<file path="src/include/som_cfg.svh">
// Register map, codes and timing constants of the status output mapper
`ifndef SOM_CFG_SVH
`define SOM_CFG_SVH
`define SOM_AW         6
`define SOM_OC_FUNC    6'h00
`define SOM_RY_FUNC    6'h04
`define SOM_POLARITY   6'h08
`define SOM_OC_ON      6'h0C
`define SOM_OC_OFF     6'h10
`define SOM_RY_ON      6'h14
`define SOM_RY_OFF     6'h18
`define SOM_STATUS     6'h1C
`define SOM_IRQ_STAT   6'h20
`define SOM_IRQ_MASK   6'h24
`define SOM_NOASSIGN   7'h7F
`define SOM_OC_FN_RST  7'h7F
`define SOM_RY_FN_RST  7'h05
`define SOM_POL_RST    2'h2
`define SOM_DLY_MAX    10'h3E8
`define SOM_STEP_NS    100000000
`define SOM_CLK_NS     20
`define SOM_PRE_W      23
`define SOM_RESP_OK    2'h0
`define SOM_RESP_ERR   2'h2
`define SOM_C_RUN      6'h00
`define SOM_C_FA1      6'h01
`define SOM_C_FA2      6'h02
`define SOM_C_OL       6'h03
`define SOM_C_OD       6'h04
`define SOM_C_AL       6'h05
`define SOM_C_FA3      6'h06
`define SOM_C_UV       6'h09
`define SOM_C_RNT      6'h0B
`define SOM_C_ONT      6'h0C
`define SOM_C_THM      6'h0D
`define SOM_C_ZS       6'h15
`define SOM_C_DISC     6'h1B
`define SOM_C_FBV      6'h1F
`define SOM_C_COMM     6'h20
`define SOM_C_LOGIC_RESULT_ONE     6'h21
`define SOM_C_START    6'h29
`define SOM_C_OHF      6'h2A
`define SOM_C_LOC      6'h2B
`define SOM_C_RDY      6'h32
`define SOM_C_FWD      6'h33
`define SOM_C_REV      6'h34
`define SOM_C_MJA      6'h35
`define SOM_C_WC       6'h36
`define SOM_C_FSRC     6'h3A
`define SOM_C_RSRC     6'h3B
`define SOM_C_M2       6'h3C
`endif

</file>
<file path="src/include/som_pkg.sv">
// Types of the status output mapper
package som_pkg;
  typedef struct packed {
    logic [1:0][6:0] func;
    logic [1:0]      pol;
    logic [1:0][9:0] on_dly;
    logic [1:0][9:0] off_dly;
    logic [1:0][9:0] cnt;
    logic [1:0]      act;
    logic [22:0]     pre;
    logic            tick;
    logic [1:0]      ist;
    logic [1:0]      imask;
    logic            irq;
    logic            oc;
    logic            mk;
    logic            brk;
    logic            awready;
    logic            wready;
    logic            bvalid;
    logic [1:0]      bresp;
    logic            arready;
    logic            rvalid;
    logic [1:0]      rresp;
    logic [31:0]     rdata;
    logic            aw_got;
    logic            w_got;
    logic [5:0]      awaddr;
    logic [31:0]     wdata;
    logic [3:0]      wstrb;
  } som_state_t;
endpackage : som_pkg

</file>
<file path="src/som_mapper.sv">
// Status output mapper: open-collector and relay terminals with AXI4-Lite registers
// Operation
// Two assignable outputs, open-collector and relay, each with own function selector.
// Codes 00,01,02,06: running, constant speed, overreached, set frequency reached.
// Codes 03,05,09,13,42,43,53: overload, trip, undervoltage, thermal, heatsink, low current, major.
// Codes 11,12,21: run time over, powered time over, zero frequency.
// Codes 04,31: process deviation and feedback comparison.
// Codes 27,54: analog input loss and window comparator.
// Codes 32,33: communication loss and logic result one.
// Codes 41,50,51,52: start contact, ready, forward, reverse.
// Codes 58,59,60: frequency source, run source, second motor.
// No-assignment or unsupported code keeps the output inactive.
// Per-output polarity: 00 normally open, 01 normally closed.
// Normally open: closed while condition active, open otherwise.
// Normally closed: open while condition active, closed otherwise.
// Relay polarity resets to 01; unpowered make open, break closed.
// Zero delay: output follows condition at once.
// Independent on-delay and off-delay per output.
// Delays span 0.0 to 100.0 seconds.
// Condition shorter than the delay does not change the output.
// Delays count 0.1 s steps from divided clock; polarity after delay.
`timescale 1ns/1ps
`include "som_cfg.svh"
`default_nettype none
module som_mapper #(
  parameter int TICK_CYCLES = `SOM_STEP_NS / `SOM_CLK_NS
) (
  input  wire logic                clk,
  input  wire logic                reset_n,
  input  wire logic [`SOM_AW-1:0]  s_axi_awaddr,
  input  wire logic                s_axi_awvalid,
  output logic                     s_axi_awready,
  input  wire logic [31:0]         s_axi_wdata,
  input  wire logic [3:0]          s_axi_wstrb,
  input  wire logic                s_axi_wvalid,
  output logic                     s_axi_wready,
  output logic [1:0]               s_axi_bresp,
  output logic                     s_axi_bvalid,
  input  wire logic                s_axi_bready,
  input  wire logic [`SOM_AW-1:0]  s_axi_araddr,
  input  wire logic                s_axi_arvalid,
  output logic                     s_axi_arready,
  output logic [31:0]              s_axi_rdata,
  output logic [1:0]               s_axi_rresp,
  output logic                     s_axi_rvalid,
  input  wire logic                s_axi_rready,
  input  wire logic                run_state,
  input  wire logic                constant_speed_reached,
  input  wire logic                frequency_overreached,
  input  wire logic                set_frequency_reached,
  input  wire logic                overload_notice,
  input  wire logic                process_deviation,
  input  wire logic                fault_trip_flag,
  input  wire logic                undervoltage_flag,
  input  wire logic                run_time_over,
  input  wire logic                powered_time_over,
  input  wire logic                thermal_warning,
  input  wire logic                zero_frequency_detect,
  input  wire logic                analog_input_loss,
  input  wire logic                feedback_compare,
  input  wire logic                comm_link_loss,
  input  wire logic                logic_result_one,
  input  wire logic                start_contact,
  input  wire logic                heatsink_warning,
  input  wire logic                low_current_flag,
  input  wire logic                drive_ready,
  input  wire logic                forward_rotation,
  input  wire logic                reverse_rotation,
  input  wire logic                major_fault,
  input  wire logic                window_comparator_flag,
  input  wire logic                freq_cmd_source_flag,
  input  wire logic                run_cmd_source_flag,
  input  wire logic                second_motor_active,
  output logic                     oc_output_on,
  output logic                     relay_make_closed,
  output logic                     relay_break_closed,
  output logic                     irq
);

  ////////////////////////////////////////////////////////////////////////////
  // Helpers

  function automatic logic addr_ok(input logic [`SOM_AW-1:0] a);
    case (a)
      `SOM_OC_FUNC, `SOM_RY_FUNC, `SOM_POLARITY, `SOM_OC_ON, `SOM_OC_OFF,
      `SOM_RY_ON, `SOM_RY_OFF, `SOM_STATUS, `SOM_IRQ_STAT,
      `SOM_IRQ_MASK: addr_ok = 1'b1;
      default: addr_ok = 1'b0;
    endcase
  endfunction : addr_ok

  function automatic logic [31:0] merge(input logic [31:0] old,
                                        input logic [31:0] wd,
                                        input logic [3:0]  st);
    merge = old;
    for (int b = 0; b < 4; b++) begin
      if (st[b]) begin
        merge[b*8 +: 8] = wd[b*8 +: 8];
      end
    end
  endfunction : merge

  function automatic logic [9:0] clamp(input logic [31:0] v);
    clamp = (v > {22'h0, `SOM_DLY_MAX}) ? `SOM_DLY_MAX : v[9:0];
  endfunction : clamp

  function automatic logic sel_cond(input logic [6:0]  code,
                                    input logic [63:0] cv);
    sel_cond = code[6] ? 1'b0 : cv[code[5:0]];
  endfunction : sel_cond

  ////////////////////////////////////////////////////////////////////////////
  // Condition vector indexed by function code

  logic [63:0] cv;
  logic [1:0]  cond;

  always_comb begin
    cv = 64'h0;
    cv[`SOM_C_RUN]   = run_state;
    cv[`SOM_C_FA1]   = constant_speed_reached;
    cv[`SOM_C_FA2]   = frequency_overreached;
    cv[`SOM_C_FA3]   = set_frequency_reached;
    cv[`SOM_C_OL]    = overload_notice;
    cv[`SOM_C_AL]    = fault_trip_flag;
    cv[`SOM_C_UV]    = undervoltage_flag;
    cv[`SOM_C_THM]   = thermal_warning;
    cv[`SOM_C_OHF]   = heatsink_warning;
    cv[`SOM_C_LOC]   = low_current_flag;
    cv[`SOM_C_MJA]   = major_fault;
    cv[`SOM_C_RNT]   = run_time_over;
    cv[`SOM_C_ONT]   = powered_time_over;
    cv[`SOM_C_ZS]    = zero_frequency_detect;
    cv[`SOM_C_OD]    = process_deviation;
    cv[`SOM_C_FBV]   = feedback_compare;
    cv[`SOM_C_DISC]  = analog_input_loss;
    cv[`SOM_C_WC]    = window_comparator_flag;
    cv[`SOM_C_COMM]  = comm_link_loss;
    cv[`SOM_C_LOGIC_RESULT_ONE]  = logic_result_one;
    cv[`SOM_C_START] = start_contact;
    cv[`SOM_C_RDY]   = drive_ready;
    cv[`SOM_C_FWD]   = forward_rotation;
    cv[`SOM_C_REV]   = reverse_rotation;
    cv[`SOM_C_FSRC]  = freq_cmd_source_flag;
    cv[`SOM_C_RSRC]  = run_cmd_source_flag;
    cv[`SOM_C_M2]    = second_motor_active;
  end

  ////////////////////////////////////////////////////////////////////////////
  // Next state

  som_pkg::som_state_t q;
  som_pkg::som_state_t n;
  logic [31:0]         wm;
  logic [9:0]          dly;

  always_comb begin
    n = q;
    wm = 32'h0;
    dly = 10'h0;
    cond[0] = sel_cond(q.func[0], cv);
    cond[1] = sel_cond(q.func[1], cv);
    // Step divider
    n.tick = 1'b0;
    if (q.pre == `SOM_PRE_W'(TICK_CYCLES - 1)) begin
      n.pre = '0;
      n.tick = 1'b1;
    end else begin
      n.pre = q.pre + `SOM_PRE_W'(1);
    end
    // Write channel
    if (q.bvalid && s_axi_bready) begin
      n.bvalid = 1'b0;
    end
    if (s_axi_awvalid && q.awready) begin
      n.aw_got = 1'b1;
      n.awaddr = s_axi_awaddr;
    end
    if (s_axi_wvalid && q.wready) begin
      n.w_got = 1'b1;
      n.wdata = s_axi_wdata;
      n.wstrb = s_axi_wstrb;
    end
    if (n.aw_got && n.w_got && !n.bvalid) begin
      n.aw_got = 1'b0;
      n.w_got = 1'b0;
      n.bvalid = 1'b1;
      n.bresp = addr_ok(n.awaddr) ? `SOM_RESP_OK : `SOM_RESP_ERR;
      case (n.awaddr)
        `SOM_OC_FUNC: begin
          wm = merge({25'h0, q.func[0]}, n.wdata, n.wstrb);
          n.func[0] = wm[6:0];
        end
        `SOM_RY_FUNC: begin
          wm = merge({25'h0, q.func[1]}, n.wdata, n.wstrb);
          n.func[1] = wm[6:0];
        end
        `SOM_POLARITY: begin
          wm = merge({30'h0, q.pol}, n.wdata, n.wstrb);
          n.pol = wm[1:0];
        end
        `SOM_OC_ON: begin
          wm = merge({22'h0, q.on_dly[0]}, n.wdata, n.wstrb);
          n.on_dly[0] = clamp(wm);
        end
        `SOM_OC_OFF: begin
          wm = merge({22'h0, q.off_dly[0]}, n.wdata, n.wstrb);
          n.off_dly[0] = clamp(wm);
        end
        `SOM_RY_ON: begin
          wm = merge({22'h0, q.on_dly[1]}, n.wdata, n.wstrb);
          n.on_dly[1] = clamp(wm);
        end
        `SOM_RY_OFF: begin
          wm = merge({22'h0, q.off_dly[1]}, n.wdata, n.wstrb);
          n.off_dly[1] = clamp(wm);
        end
        `SOM_IRQ_STAT: begin
          if (n.wstrb[0]) begin
            n.ist = q.ist & ~n.wdata[1:0];
          end
        end
        `SOM_IRQ_MASK: begin
          wm = merge({30'h0, q.imask}, n.wdata, n.wstrb);
          n.imask = wm[1:0];
        end
        default: begin
          wm = 32'h0;
        end
      endcase
    end
    // Read channel
    if (q.rvalid && s_axi_rready) begin
      n.rvalid = 1'b0;
    end
    if (s_axi_arvalid && q.arready) begin
      n.rvalid = 1'b1;
      n.rresp = addr_ok(s_axi_araddr) ? `SOM_RESP_OK : `SOM_RESP_ERR;
      case (s_axi_araddr)
        `SOM_OC_FUNC:  n.rdata = {25'h0, q.func[0]};
        `SOM_RY_FUNC:  n.rdata = {25'h0, q.func[1]};
        `SOM_POLARITY: n.rdata = {30'h0, q.pol};
        `SOM_OC_ON:    n.rdata = {22'h0, q.on_dly[0]};
        `SOM_OC_OFF:   n.rdata = {22'h0, q.off_dly[0]};
        `SOM_RY_ON:    n.rdata = {22'h0, q.on_dly[1]};
        `SOM_RY_OFF:   n.rdata = {22'h0, q.off_dly[1]};
        `SOM_STATUS:   n.rdata = {28'h0, cond, q.act};
        `SOM_IRQ_STAT: n.rdata = {30'h0, q.ist};
        `SOM_IRQ_MASK: n.rdata = {30'h0, q.imask};
        default:       n.rdata = 32'h0;
      endcase
    end
    n.awready = !n.aw_got;
    n.wready = !n.w_got;
    n.arready = !n.rvalid;
    // Delay stage, one per terminal
    for (int c = 0; c < 2; c++) begin
      dly = q.act[c] ? q.off_dly[c] : q.on_dly[c];
      if (cond[c] == q.act[c]) begin
        n.cnt[c] = 10'h0;
      end else if (dly == 10'h0) begin
        n.act[c] = cond[c];
        n.cnt[c] = 10'h0;
      end else if (q.cnt[c] > dly) begin
        // One step more than the setting, so a delay never ends short
        n.act[c] = cond[c];
        n.cnt[c] = 10'h0;
      end else if (q.tick) begin
        n.cnt[c] = q.cnt[c] + 10'h1;
      end
      if (n.act[c] != q.act[c]) begin
        n.ist[c] = 1'b1;
      end
    end
    // Polarity after the delay stage
    n.oc = n.act[0] ^ n.pol[0];
    n.mk = n.act[1] ^ n.pol[1];
    n.brk = !(n.act[1] ^ n.pol[1]);
    n.irq = |(n.ist & n.imask);
  end

  ////////////////////////////////////////////////////////////////////////////
  // State register

  always_ff @(posedge clk or negedge reset_n) begin
    if (!reset_n) begin
      q <= '0;
      q.func <= {`SOM_RY_FN_RST, `SOM_OC_FN_RST};
      q.pol <= `SOM_POL_RST;
      q.brk <= 1'b1;
    end else begin
      q <= n;
    end
  end

  assign s_axi_awready      = q.awready;
  assign s_axi_wready       = q.wready;
  assign s_axi_bvalid       = q.bvalid;
  assign s_axi_bresp        = q.bresp;
  assign s_axi_arready      = q.arready;
  assign s_axi_rvalid       = q.rvalid;
  assign s_axi_rresp        = q.rresp;
  assign s_axi_rdata        = q.rdata;
  assign oc_output_on       = q.oc;
  assign relay_make_closed  = q.mk;
  assign relay_break_closed = q.brk;
  assign irq                = q.irq;
endmodule : som_mapper
`default_nettype wire

</file>
<file path="config.mk">
export PLATFORM = sky130hd
export DESIGN_NAME = som_mapper
export DESIGN_NICKNAME = d
export VERILOG_FILES = /design/src/include/som_pkg.sv /design/src/som_mapper.sv
export VERILOG_INCLUDE_DIRS = /design/src /design/src/include
export SDC_FILE = /design/constraint.sdc
export NUM_CORES = 1
export LEC_CHECK = 0
export ABC_CLOCK_PERIOD_IN_PS = 5700
export BUFFER_PORTS_ARGS = -buffer_cell sky130_fd_sc_hd__buf_4
export CORE_MARGIN = 10
export CORE_UTILIZATION = 50
export CTS_CLUSTER_DIAMETER = 150
export CTS_CLUSTER_SIZE = 20
export DETAILED_ROUTE_END_ITERATION = 8
export GPL_TIMING_DRIVEN = 0
export PLACE_DENSITY_LB_ADDON = 0.15
export SYNTH_ARGS = -nofsm -noshare
export SYNTH_HDL_FRONTEND = slang
export SYNTH_SLANG_ARGS = --single-unit
export TNS_END_PERCENT = 20
</file>
<file path="constraint.sdc">
create_clock -name clk -period 5.7 [get_ports clk]
set_input_delay 0 -clock clk [delete_from_list [all_inputs] [get_ports clk]]
set_output_delay 0 -clock clk [all_outputs]
set_load 0.005 [all_outputs]
</file>
=== Word-level counts from Yosys, hierarchy flattened ===
Cells that the tools add are included.

* Add/sub/neg operators: 3
* Magnitude comparators: 8
* Equality and inequality tests: 23
* Multiplexer cells: 100
* Bitwise operators: 5
* Reduce and logical (&&, ||, !) cells: 27

{| class="wikitable"
|+ Operators with widths
! cell !! number
|-
| $mux 8 || 42
|-
| $mux 10 || 18
|-
| $gt 32x10->1 const B || 4
|-
| $pmux 10 s10 || 1
|-
| $eq 6x5->1 const B || 8
|-
| $mux 42 || 1
|-
| $mux 36 || 1
|-
| $mux 35 || 1
|-
| $eq 6x4->1 const B || 4
|-
| $eq 6x6->1 const B || 4
|-
| $add 23x1->23 const B || 1
|-
| $eq 23x23->1 const B || 1
|-
| $mux 23 || 1
|-
| $mux 1 || 21
|-
| $add 10x1->10 const B || 2
|-
| $gt 10x10->1 || 2
|-
| $logic_not 10->1 || 2
|-
| $reduce_or 10->1 || 2
|-
| $mux 2 || 9
|-
| $lt 6x7->1 const B || 2
|-
| $bmux 1 s6 || 2
|-
| $eq 6x3->1 const B || 2
|-
| $logic_not 6->1 || 2
|-
| $reduce_and 2->1 || 4
|-
| other kinds (13) || 29
|}

* Bits in registers: 195
* Output and inout port bits: 45

=== Logic depth before layout (Yosys ltp) ===
Gate-level depths: netlist of the first run.

* Depth in word-level cells: 11
* Depth in mapped cells: 13

=== Worst setup path before layout of the first run ===
OpenSTA, ideal clock, no wires.

* Kind: register to register
* Start: register q[117] (netlist name)
* End: register q[120] (netlist name)
* Setup time: 0.072 ns
* Data arrival time: 2.800 ns
* Data required time: 5.628 ns
* Path slack: 2.828 ns
* Cell stages (with the launch flop): 13
* Buffers on the path: 3
* Period minus slack after synthesis: 2.872 ns
* Cell sequence: dfrtp_1 clkbuf_1 buf_2 mux2i_1 ha_1 nor2b_1 o211ai_1 a21oi_1 a2111o_1 a21oi_1 or3b_1 buf_2 nor2_1

* Word-level cells in the longest chain between the ends: 5
* Elaborated cells between the ends (all ways): 8
* Classes of those cells: order compare: 1; eq/ne: 1; mux: 4; reduce/logical: 2

{| class="wikitable"
|+ Ends and longest elaborated chain
! item !! line !! source
|-
| start: declaration || som_mapper.sv:152 || <nowiki>som_pkg::som_state_t q;</nowiki>
|-
| start signal: assignment || som_mapper.sv:292 || <nowiki>q <= n;</nowiki>
|-
| $mux 10 || som_mapper.sv:258 || <nowiki>dly = q.act[c] ? q.off_dly[c] : q.on_dly[c];</nowiki>
|-
| $gt 10x10->1 || som_mapper.sv:264 || <nowiki>end else if (q.cnt[c] > dly) begin</nowiki>
|-
| $mux 10 || som_mapper.sv:264 ||
|-
| $mux 10 || som_mapper.sv:261 || <nowiki>end else if (dly == 10'h0) begin</nowiki>
|-
| $mux 10 || som_mapper.sv:259 || <nowiki>if (cond[c] == q.act[c]) begin</nowiki>
|}

Several ways; a longest one is shown, not always the timed one.
A chain may end at the register's enable or synchronous reset.

=== Worst setup path in the final report of the first run ===
* Start: register q[117] (netlist name)
* End: register q[128] (netlist name)

Same word-level chain as after synthesis.

==> metrics.yaml, run 1 <==
status: "complete, no violations"
relSlewSlack_pct: 7.03
rsz0062_at_grt: "no"
clkLatencyLatePin_ps: 440
drive_gt1_share_pct: 21.4
avgSynthCellArea_um2: 9.94
synth-edff-count: 0
antenna_found_initial: 1
crit_arrival_ps: 3530
h-tree-depth: 4
ios: 127
wl_per_cell_um: 17.9
yosys_warnings: 0
drv_slew: 0
whs_ps: 58.7
hp-class: "input port to register"
ir_worst_vdd_uv: 289
start_util_pct: 50.5
cts.sinks: 171
hold_viol_final: 0
synth-main-ff-cell: "dfrtp_1"
post_cts_resized: 0
overflow: 0
cts_tree: "done"
fin_crit_ps: 3170
synthXorXnorAreaFrac_pct: 3.76
grt_pass1_wl_um: 42600
gp_congestion: 0.905
synthAdderAreaFrac_pct: 2.95
nets: 1273
start_kind: "register"
viasPerCell: 5.49
synthSimpleGateAreaFrac_pct: 17.3
grt_pass1_vias: 8107
dr.pass1.iters: 6
setup_tns_ps: 0
muxShareOfSynthArea_pct: 9.87
cts_made_buffers: 17
synth-seq-cells: 171
synth_compound_area_share_pct: 15.7
ys_seq_area_share_pct: 44.0
num_rows: 51
drc: 0
synthToLayoutAreaGrowth_pct: 22.7
maxCapViolations: 0
die_x_um: 160
vias: 7938
drt_iter0_markers: 567
critical_path_class: "register to register"
synth_top_family_by_area: "simple AND/OR/NAND/NOR gates"
end_kind: "register"
power_density_nw_per_um2: 387
die_area_um2: 25500
clockRootBuffer: "clkbuf_16"
grt_max_degree: 98
async_flop_share_pct: 100
min_period_over_period_pct: 55.7
path_max_fanout: 10
required_ps: 6060
drt_wl_total_um: 25900
hpwlAfterDp_um: 19000
core-area_um2: 19300
num-fill-cells: 1687
path_clk_slew_ps: 60
tightest_slew_ps: 1360
synth_area_um2: 9760
ys_types: 87
fmax_ghz: 0.315
cts_max_path_buffers: 2
track_usage_pct: 20.4
antenna_left: 0
die_y_um: 160
setup_violations: 0
port_buffers: 99
power_leakage_uw: 0.00544
fin_skew_ps: 12.9
syn-instance-count: 982
flip-flops by register name (all words and copies together), names as in the netlist:
register,cells
s_axi_rdata,10
q,150
s_axi_awready,1
s_axi_rvalid,1
s_axi_wready,1
relay_make_closed,1
relay_break_closed,1
s_axi_bresp,1
s_axi_arready,1
s_axi_rresp,1
s_axi_bvalid,1
oc_output_on,1
irq,1
synth_stat cells, types with 18 or more instances:
library cell	number	area, um2
nor2_1	71	267
nor3_1	20	100
and3_1	18	113
nand2_1	113	424
ha_1	23	288
dfrtp_1	160	4000
xor2_1	23	201
mux2i_1	50	500
nand3_1	39	195
clkbuf_1	21	78.8
inv_1	39	146
buf_4	41	308
o21ai_0	43	215
a21oi_1	49	245
per-stage QoR:
stage | cells | total power (uW) | utilization, % | setup slack [ps] | instance area (um2)
after detailed placement | 1370 | 3470 | 56.7 | 2510 | 11000
after CTS | 1446 | 4640 | 61.9 | 2510 | 12000
after global placement | 1369 | 3450 | 56.5 | 2530 | 10900
final | 1447 | 4640 | 61.9 | 2530 | 12000
after floorplan | 1005 | 2910 | - | 2830 | 9840
after global routing | 1447 | 4920 | 61.9 | 2240 | 12000
layout make-up:
type                       instances  area [um2]  area share [%]
multi-input combinational        718        4920            41.1
sequential                       171        4290            35.9
timing repair buffer             144        1220            10.2
buffer                            75         473            3.95
clock buffer                      22         464            3.88
tap                              265         332            2.77
inverter                          41         154            1.29
clock inverter                    10         108           0.899
antenna                            1        2.50          0.0209
repair_timing:
item / in CTS / in global routing
hold buffers: 44 / 0
setup endpoints to repair: 0 / 0
setup buffers: 0 / 0
endpoints found under the hold margin: 135 / 0
cell usage in the layout (no fill, tap or decap), types with 11 or more instances in the layout:
cell type      count
clkbuf_1          24
nor3_1            20
nand3_1           39
dlygate4sd3_1     44
mux2i_1           50
dfrtp_1          160
a21oi_1           49
xor2_1            23
o21ai_0           43
mux2_2            16
buf_4            139
a22oi_1           12
ha_1              23
a2bb2oi_1         16
conb_1            24
clkbuf_16         17
nand4_1           17
o2bb2ai_1         17
nand2_1          113
and3_1            18
nor2_1            71
inv_1             39
dfstp_2           11
xnor2_1           17
where the power goes:
group / total [uW] / switching [uW] / leakage (uW) / internal [uW]
sequential: 1780 / 247 / 0.00216 / 1530
clock: 1140 / 502 / 0.000270 / 633
combinational: 1720 / 1020 / 0.00301 / 700
total: 4640 / 1770 / 0.00544 / 2870
path summary, 6_finish.rpt:
kind                                       to            start  depth (start not counted)  slack (ps)
setup / recovery                       q[128]           q[117]                         12        2530
hold / removal                 s_axi_rdata[1]  s_axi_araddr[5]                          3          60
setup reg to reg                       q[128]           q[117]                         12        2530
hold reg to reg                         q[98]            q[98]                          1         480
max in group asynchronous  relay_break_closed          reset_n                          3        4680
min in group asynchronous              q[124]          reset_n                          2         140
worst max-delay path: stages (launching register included):
cell	delay, ps
dfrtp_1	320
clkbuf_1	250
buf_2	320
mux2i_1	270
ha_1	270
nor2b_1	130
o211ai_1	140
a21oi_1	100
a2111o_1	380
a21oi_1	240
or3b_1	370
buf_2	190
nor2_1	120
per-layer routing:
layer / wire length [um] / track usage (%) / share of wire (%)
met1: 11500 / 26.4 / 44
met2: 12300 / 33.3 / 47
met3: 1690 / 4.55 / 6.5
met4: 456 / 6.28 / 1.8
met5: 0 / 0 / 0
cell families (layout without fill, tap and decap cells):
kind of cell | count (synthesis) | count (layout)
buf+inv | 116 | 292
fa+ha+maj | 23 | 23
other cells | 1 | 25
xor+xnor | 41 | 41
mux | 80 | 80
flops | 171 | 171
simple gates | 343 | 343
compound gates | 207 | 207
(Power assumes the default switching activity.)
==> run 2, diff against run 1 <==
ABC_CLOCK_PERIOD_IN_PS = 3100   (was 5700)
clock period = 3.1 ns   (was 5.7 ns; I/O delays follow)
==> metrics.yaml, run 2 (synthesis gave the netlist of run 1 again) <==
dr.pass1.iters: 5  # -1
hp-class: "input port to register"
cts_setup_buffers: 0  # unchanged
hpwlAfterDp_um: 19000  # unchanged
start_util_pct: 50.5  # unchanged
multi_input_area_um2: 4940  # +0.30%
antenna_left: 0  # unchanged
path_max_fanout: 10  # unchanged
power_density_nw_per_um2: 712  # +84%
start_kind: "register"
rsz0062_at_grt: "no"
vias: 7950  # +0.15%
required_ps: 3460  # -2600 ps
dpl_cell_area_um2: 11000  # unchanged
die_x_um: 160  # unchanged
core-area_um2: 19300  # unchanged
nets: 1272  # -0.079%
wl_per_cell_um: 17.9  # about the same
ir_worst_vdd_uv: 534  # +84%
hold_viol_final: 0  # unchanged
pre_cts_ws_ps: -88.5  # -2600 ps
final_cell_mix: "159 x dfrtp_1, 141 x buf_4, 113 x nand2_1, 71 x nor2_1, 48 x a21oi_1"
synthToLayoutAreaGrowth_pct: 22.8
layoutNonFillerInstCount: 1446  # -0.069%
setup_slack_ps: 188  # -2340 ps
num_rows: 51  # unchanged
clkLatencyLatePin_ps: 440  # about the same
relSlewSlack_pct: 38.2  # +31 points
port_buffers: 99  # unchanged
drc: 0  # unchanged
drive_gt1_share_pct: 21.9  # +0.44 points
tightest_slew_ps: 901  # -454 ps
fin_skew_ps: 13.5  # +0.622 ps
regMostFlops: "q"
fmax_ghz: 0.343  # +9.0%
setup_violations: 0  # unchanged
cts.sinks: 171  # unchanged
track_usage_pct: 20.4  # about the same
path_clk_slew_ps: 70  # about the same
grt_pass1_wl_um: 42600  # about the same
min_period_over_period_pct: 93.9  # +38 points
maxCapViolations: 0  # unchanged
drt_iter0_markers: 556  # -1.9%
grt_pass1_vias: 8107  # unchanged
cts_tree: "done"
drv_slew: 0  # unchanged
fin_crit_ps: 2910  # -262 ps
end_kind: "register"
num-fill-cells: 1680  # -0.41%
antenna_found_initial: 1  # unchanged
die_area_um2: 25500  # unchanged
finalInstanceArea_um2: 12000  # +0.15%
hold_depth: 3  # unchanged
rr_worst_depth: 11  # -1
overflow: 0  # unchanged
gp_congestion: 0.905  # unchanged
viasPerCell: 5.50  # +0.22%
largest_reg_flops: 150  # unchanged
power_leakage_uw: 0.00544  # about the same
cts_max_path_buffers: 2  # unchanged
clockRootBuffer: "clkbuf_16"
die_y_um: 160  # unchanged
cts_made_buffers: 17  # unchanged
place_inst: 1370  # unchanged
status: "complete, no violations"
h-tree-depth: 4  # unchanged
ios: 127  # unchanged
seq_area_um2: 4290  # about the same
grt_max_degree: 98  # unchanged
layout_commonest_cell: "dfrtp_1"
drt_wl_total_um: 25900  # about the same
critical_path_class: "register to register"
crit_arrival_ps: 3270  # -260 ps
-- run 2: through the flow --
step / TNS (ps) / utilization, % / total power, uW / hold WS (ps)
final: 0 / 62.0 / 8540 / 55.2
after global routing: 0 / 62.0 / 9050 / 56.6
after CTS: 0 / 61.9 / 8530 / 31.7
after detailed placement: -803 / 56.7 / 6380 / 17.5
after global placement: -578 / 56.5 / 6340 / 199
after floorplan: 0 / - / 5360 / -296
-- run 2: final cells by class --
cell class / count / area share [%]
sequential: 171 / 35.8
multi-input combinational: 718 / 41.2
buffer: 74 / 3.96
antenna: 1 / 0.0209
clock buffer: 22 / 3.87
inverter: 41 / 1.28
clock inverter: 10 / 0.898
timing repair buffer: 144 / 10.2
tap: 265 / 2.77
-- run 2: critical path, stage by stage (launching register included) --
cell and delay (ps):
dfrtp_1 330, clkbuf_1 260, buf_4 290, mux2i_2 310, ha_1 300, a21oi_1 140, nor2_1 50, a211oi_1 240
o211ai_1 140, a21oi_1 260, mux2i_2 350, xor2_1 170
-- run 2: path summary, 6_finish.rpt --
kind                                 startpoint                  to  slack (ps)
worst min register to register            q[98]               q[98]         480
worst min-delay path            s_axi_araddr[5]      s_axi_rdata[1]          60
max in group asynchronous               reset_n  relay_break_closed        2100
min in group asynchronous               reset_n              q[124]         130
worst max-delay path                     q[118]   relay_make_closed         190
worst max register to register           q[118]   relay_make_closed         190
-- run 2: per-layer routing --
layer	vias to the layer above	GRT usage, %	part of all wire [%]
met1	3837	26.4	45
met4	0	6.28	1.7
met5	-	0	0
li1	3842	-	-
met3	28	4.55	6.1
met2	243	33.3	48
-- run 2: repair_timing --
action                                 in CTS  in global routing
setup endpoints to repair                  10                 14
endpoints found under the hold margin     135                  0
hold buffers                               44                  0
resized for setup                           1                  7
gates cloned                                0                  0
-- run 2: report_power, final --
group	internal (uW)	switching, uW
clock	1160	924
sequential	2820	459
combinational	1290	1880
total	5270	3260
==> run 3, diff against run 2 <==
CORE_ASPECT_RATIO = 0.75   (was unset)
CORE_UTILIZATION = 45   (was 50)
==> metrics.yaml, run 3 (synthesis gave the netlist of run 1 again) <==
status: "complete, no violations"
crit_arrival_ps: 3360  # +90 ps
grt_pass1_wl_um: 44400  # +4.2%
fin_crit_ps: 3010  # +97.7 ps
hold_viol_final: 0  # unchanged
layout_commonest_cell: "dfrtp_1"
required_ps: 3450  # about the same
antenna_left: 0  # unchanged
port_buffers: 99  # unchanged
power_density_nw_per_um2: 727  # +2.1%
maxCapViolations: 0  # unchanged
final_cell_mix: "159 x dfrtp_1, 142 x buf_4, 113 x nand2_1, 71 x nor2_1, 48 x a21oi_1"
start_kind: "register"
switching_share_pct: 37.7  # -0.48 points
wl_per_cell_um: 18.8  # +5.0%
antenna_found_initial: 0  # -1
setup_violations: 0  # unchanged
internal_power_uw: 5470  # +3.8%
cts_tree: "done"
ios: 127  # unchanged
tightest_slew_ps: 965  # +63.8 ps
start_util_pct: 45.9  # -4.5 points
hpwlAfterDp_um: 20400  # +6.9%
end_kind: "register"
cts_made_buffers: 17  # unchanged
setup.worst_path.end: "relay_make_closed"
vias: 8037  # +1.1%
min_period_over_period_pct: 97.1  # +3.2 points
n_antenna_cell: 0  # -1
hold_depth: 3  # unchanged
num_rows: 46  # -9.8%
fin_skew_ps: 7.82  # -5.73 ps
rr_worst_depth: 11  # unchanged
hp-class: "input port to register"
regMostFlops: "q"
overflow: 0  # unchanged
grt_pass1_vias: 8014  # -1.1%
regToRegSetupSlack_ps: 90  # -100 ps
min-delay-start: "s_axi_wdata[1]"
setup_tns_ps: 0  # unchanged
gp_congestion: 0.912  # +0.86%
drv_slew: 0  # unchanged
cts_max_path_buffers: 2  # unchanged
crit_start: "q[118]"
critical_path_class: "register to register"
path_clk_slew_ps: 70  # about the same
nets: 1274  # +0.16%
clkLatencyLatePin_ps: 430  # about the same
cts.sinks: 171  # unchanged
synthToLayoutAreaGrowth_pct: 23.9
h-tree-depth: 4  # unchanged
reg2reg_to: "relay_make_closed"
power_leakage_uw: 0.00547  # +0.67%
rsz0062_at_grt: "yes"
die_y_um: 148  # -7.6%
track_usage_pct: 19.9  # -0.52 points
clkPwrFrac_pct: 25.9  # +1.4 points
drt_wl_total_um: 27600  # +6.8%
p_seq_share_pct: 37.3  # -1.1 points
core-area_um2: 21200  # +9.8%
combPwrFrac_pct: 36.8  # -0.3 points
drc: 0  # unchanged
drt_iter0_markers: 621  # +12%
netSwitchingPower_uw: 3320  # +1.7%
relSlewSlack_pct: 35.1  # -3.1 points
ir_worst_vdd_uv: 465  # -13%
total_power_uw: 8790  # +3.0%
path_max_fanout: 10  # unchanged
largest_reg_flops: 150  # unchanged
clockRootBuffer: "clkbuf_16"
viasPerCell: 5.47  # -0.56%
grt_max_degree: 122  # +24%
die_area_um2: 28000  # +9.9%
timing.rr.start: "q[118]"
num-fill-cells: 1893  # +13%
drive_gt1_share_pct: 22.2  # +0.30 points
fmax_ghz: 0.332  # -3.2%
die_x_um: 190  # +19%
dr.pass1.iters: 7  # +2
[run 3: how the worst min path moves through the flow]
stage / endpoint / slack (ps)
after global placement: q[18] / 210
final: q[160] / 60
after CTS: s_axi_rdata[1] / 80
after floorplan: irq / -300
after detailed placement: q[24] / -60
after global routing: q[170] / 80
[run 3: final cells by class]
| cell class | instances | area (um2) | area share, % |
|---|---|---|---|
| clock inverters | 13 | 190 | 1.57 |
| flip-flops and latches | 171 | 4290 | 35.5 |
| plain buffers | 74 | 478 | 3.95 |
| repair buffers | 146 | 1230 | 10.2 |
| clock buffers | 19 | 433 | 3.58 |
| multi-input cells | 718 | 4950 | 40.9 |
| well taps | 288 | 360 | 2.98 |
| inverters | 41 | 154 | 1.27 |
[run 3: layer usage]
layer  GRT usage (%)  up-vias  wire length (um)
met2            29.2      274             12300
met1            28.1     3887             12800
met5               0        -                 0
li1                -     3848                 -
met4            4.55        0               330
met3            5.83       28              2290
[run 3: worst max-delay path, cell delays in order (launching register included)]
cell	delay (ps)
dfrtp_1	330
clkbuf_1	290
buf_4	300
mux2i_2	360
ha_1	310
a21oi_1	120
nor2_1	50
a211oi_1	220
o211ai_1	140
a21oi_1	260
mux2i_2	350
xor2_1	190
[run 3: repair_timing]
item                       CTS  global route
setup endpoints to repair   14            14
hold buffers                44             0
buffers inserted             0             2
resized for setup            5             5
hold endpoints to repair   121             0
[run 3: stage by stage]
| step | instances | util (%) | hold slack, ps | setup slack, ps | cell area [um2] |
|---|---|---|---|---|---|
| 2_1_floorplan | 1005 | - | -296 | 228 | 9840 |
| 5_1_grt | 1470 | 56.9 | 75.6 | -95.4 | 12100 |
| 6_report | 1470 | 56.9 | 56.8 | 90.1 | 12100 |
| 3_3_place_gp | 1392 | 51.5 | 205 | -353 | 10900 |
| 3_5_place_dp | 1393 | 51.7 | -58.1 | -381 | 11000 |
| 4_1_cts | 1468 | 56.8 | 76.0 | 39.5 | 12100 |
[run 3: power by group through the flow]
stage	registers, uW	logic, uW	clock network (uW)
after floorplan	3140	2220	0
final	3280	3240	2270
after detailed placement	3300	3120	0
after CTS	3260	3190	2320
after global routing	3340	3550	2420
after global placement	3290	3100	0
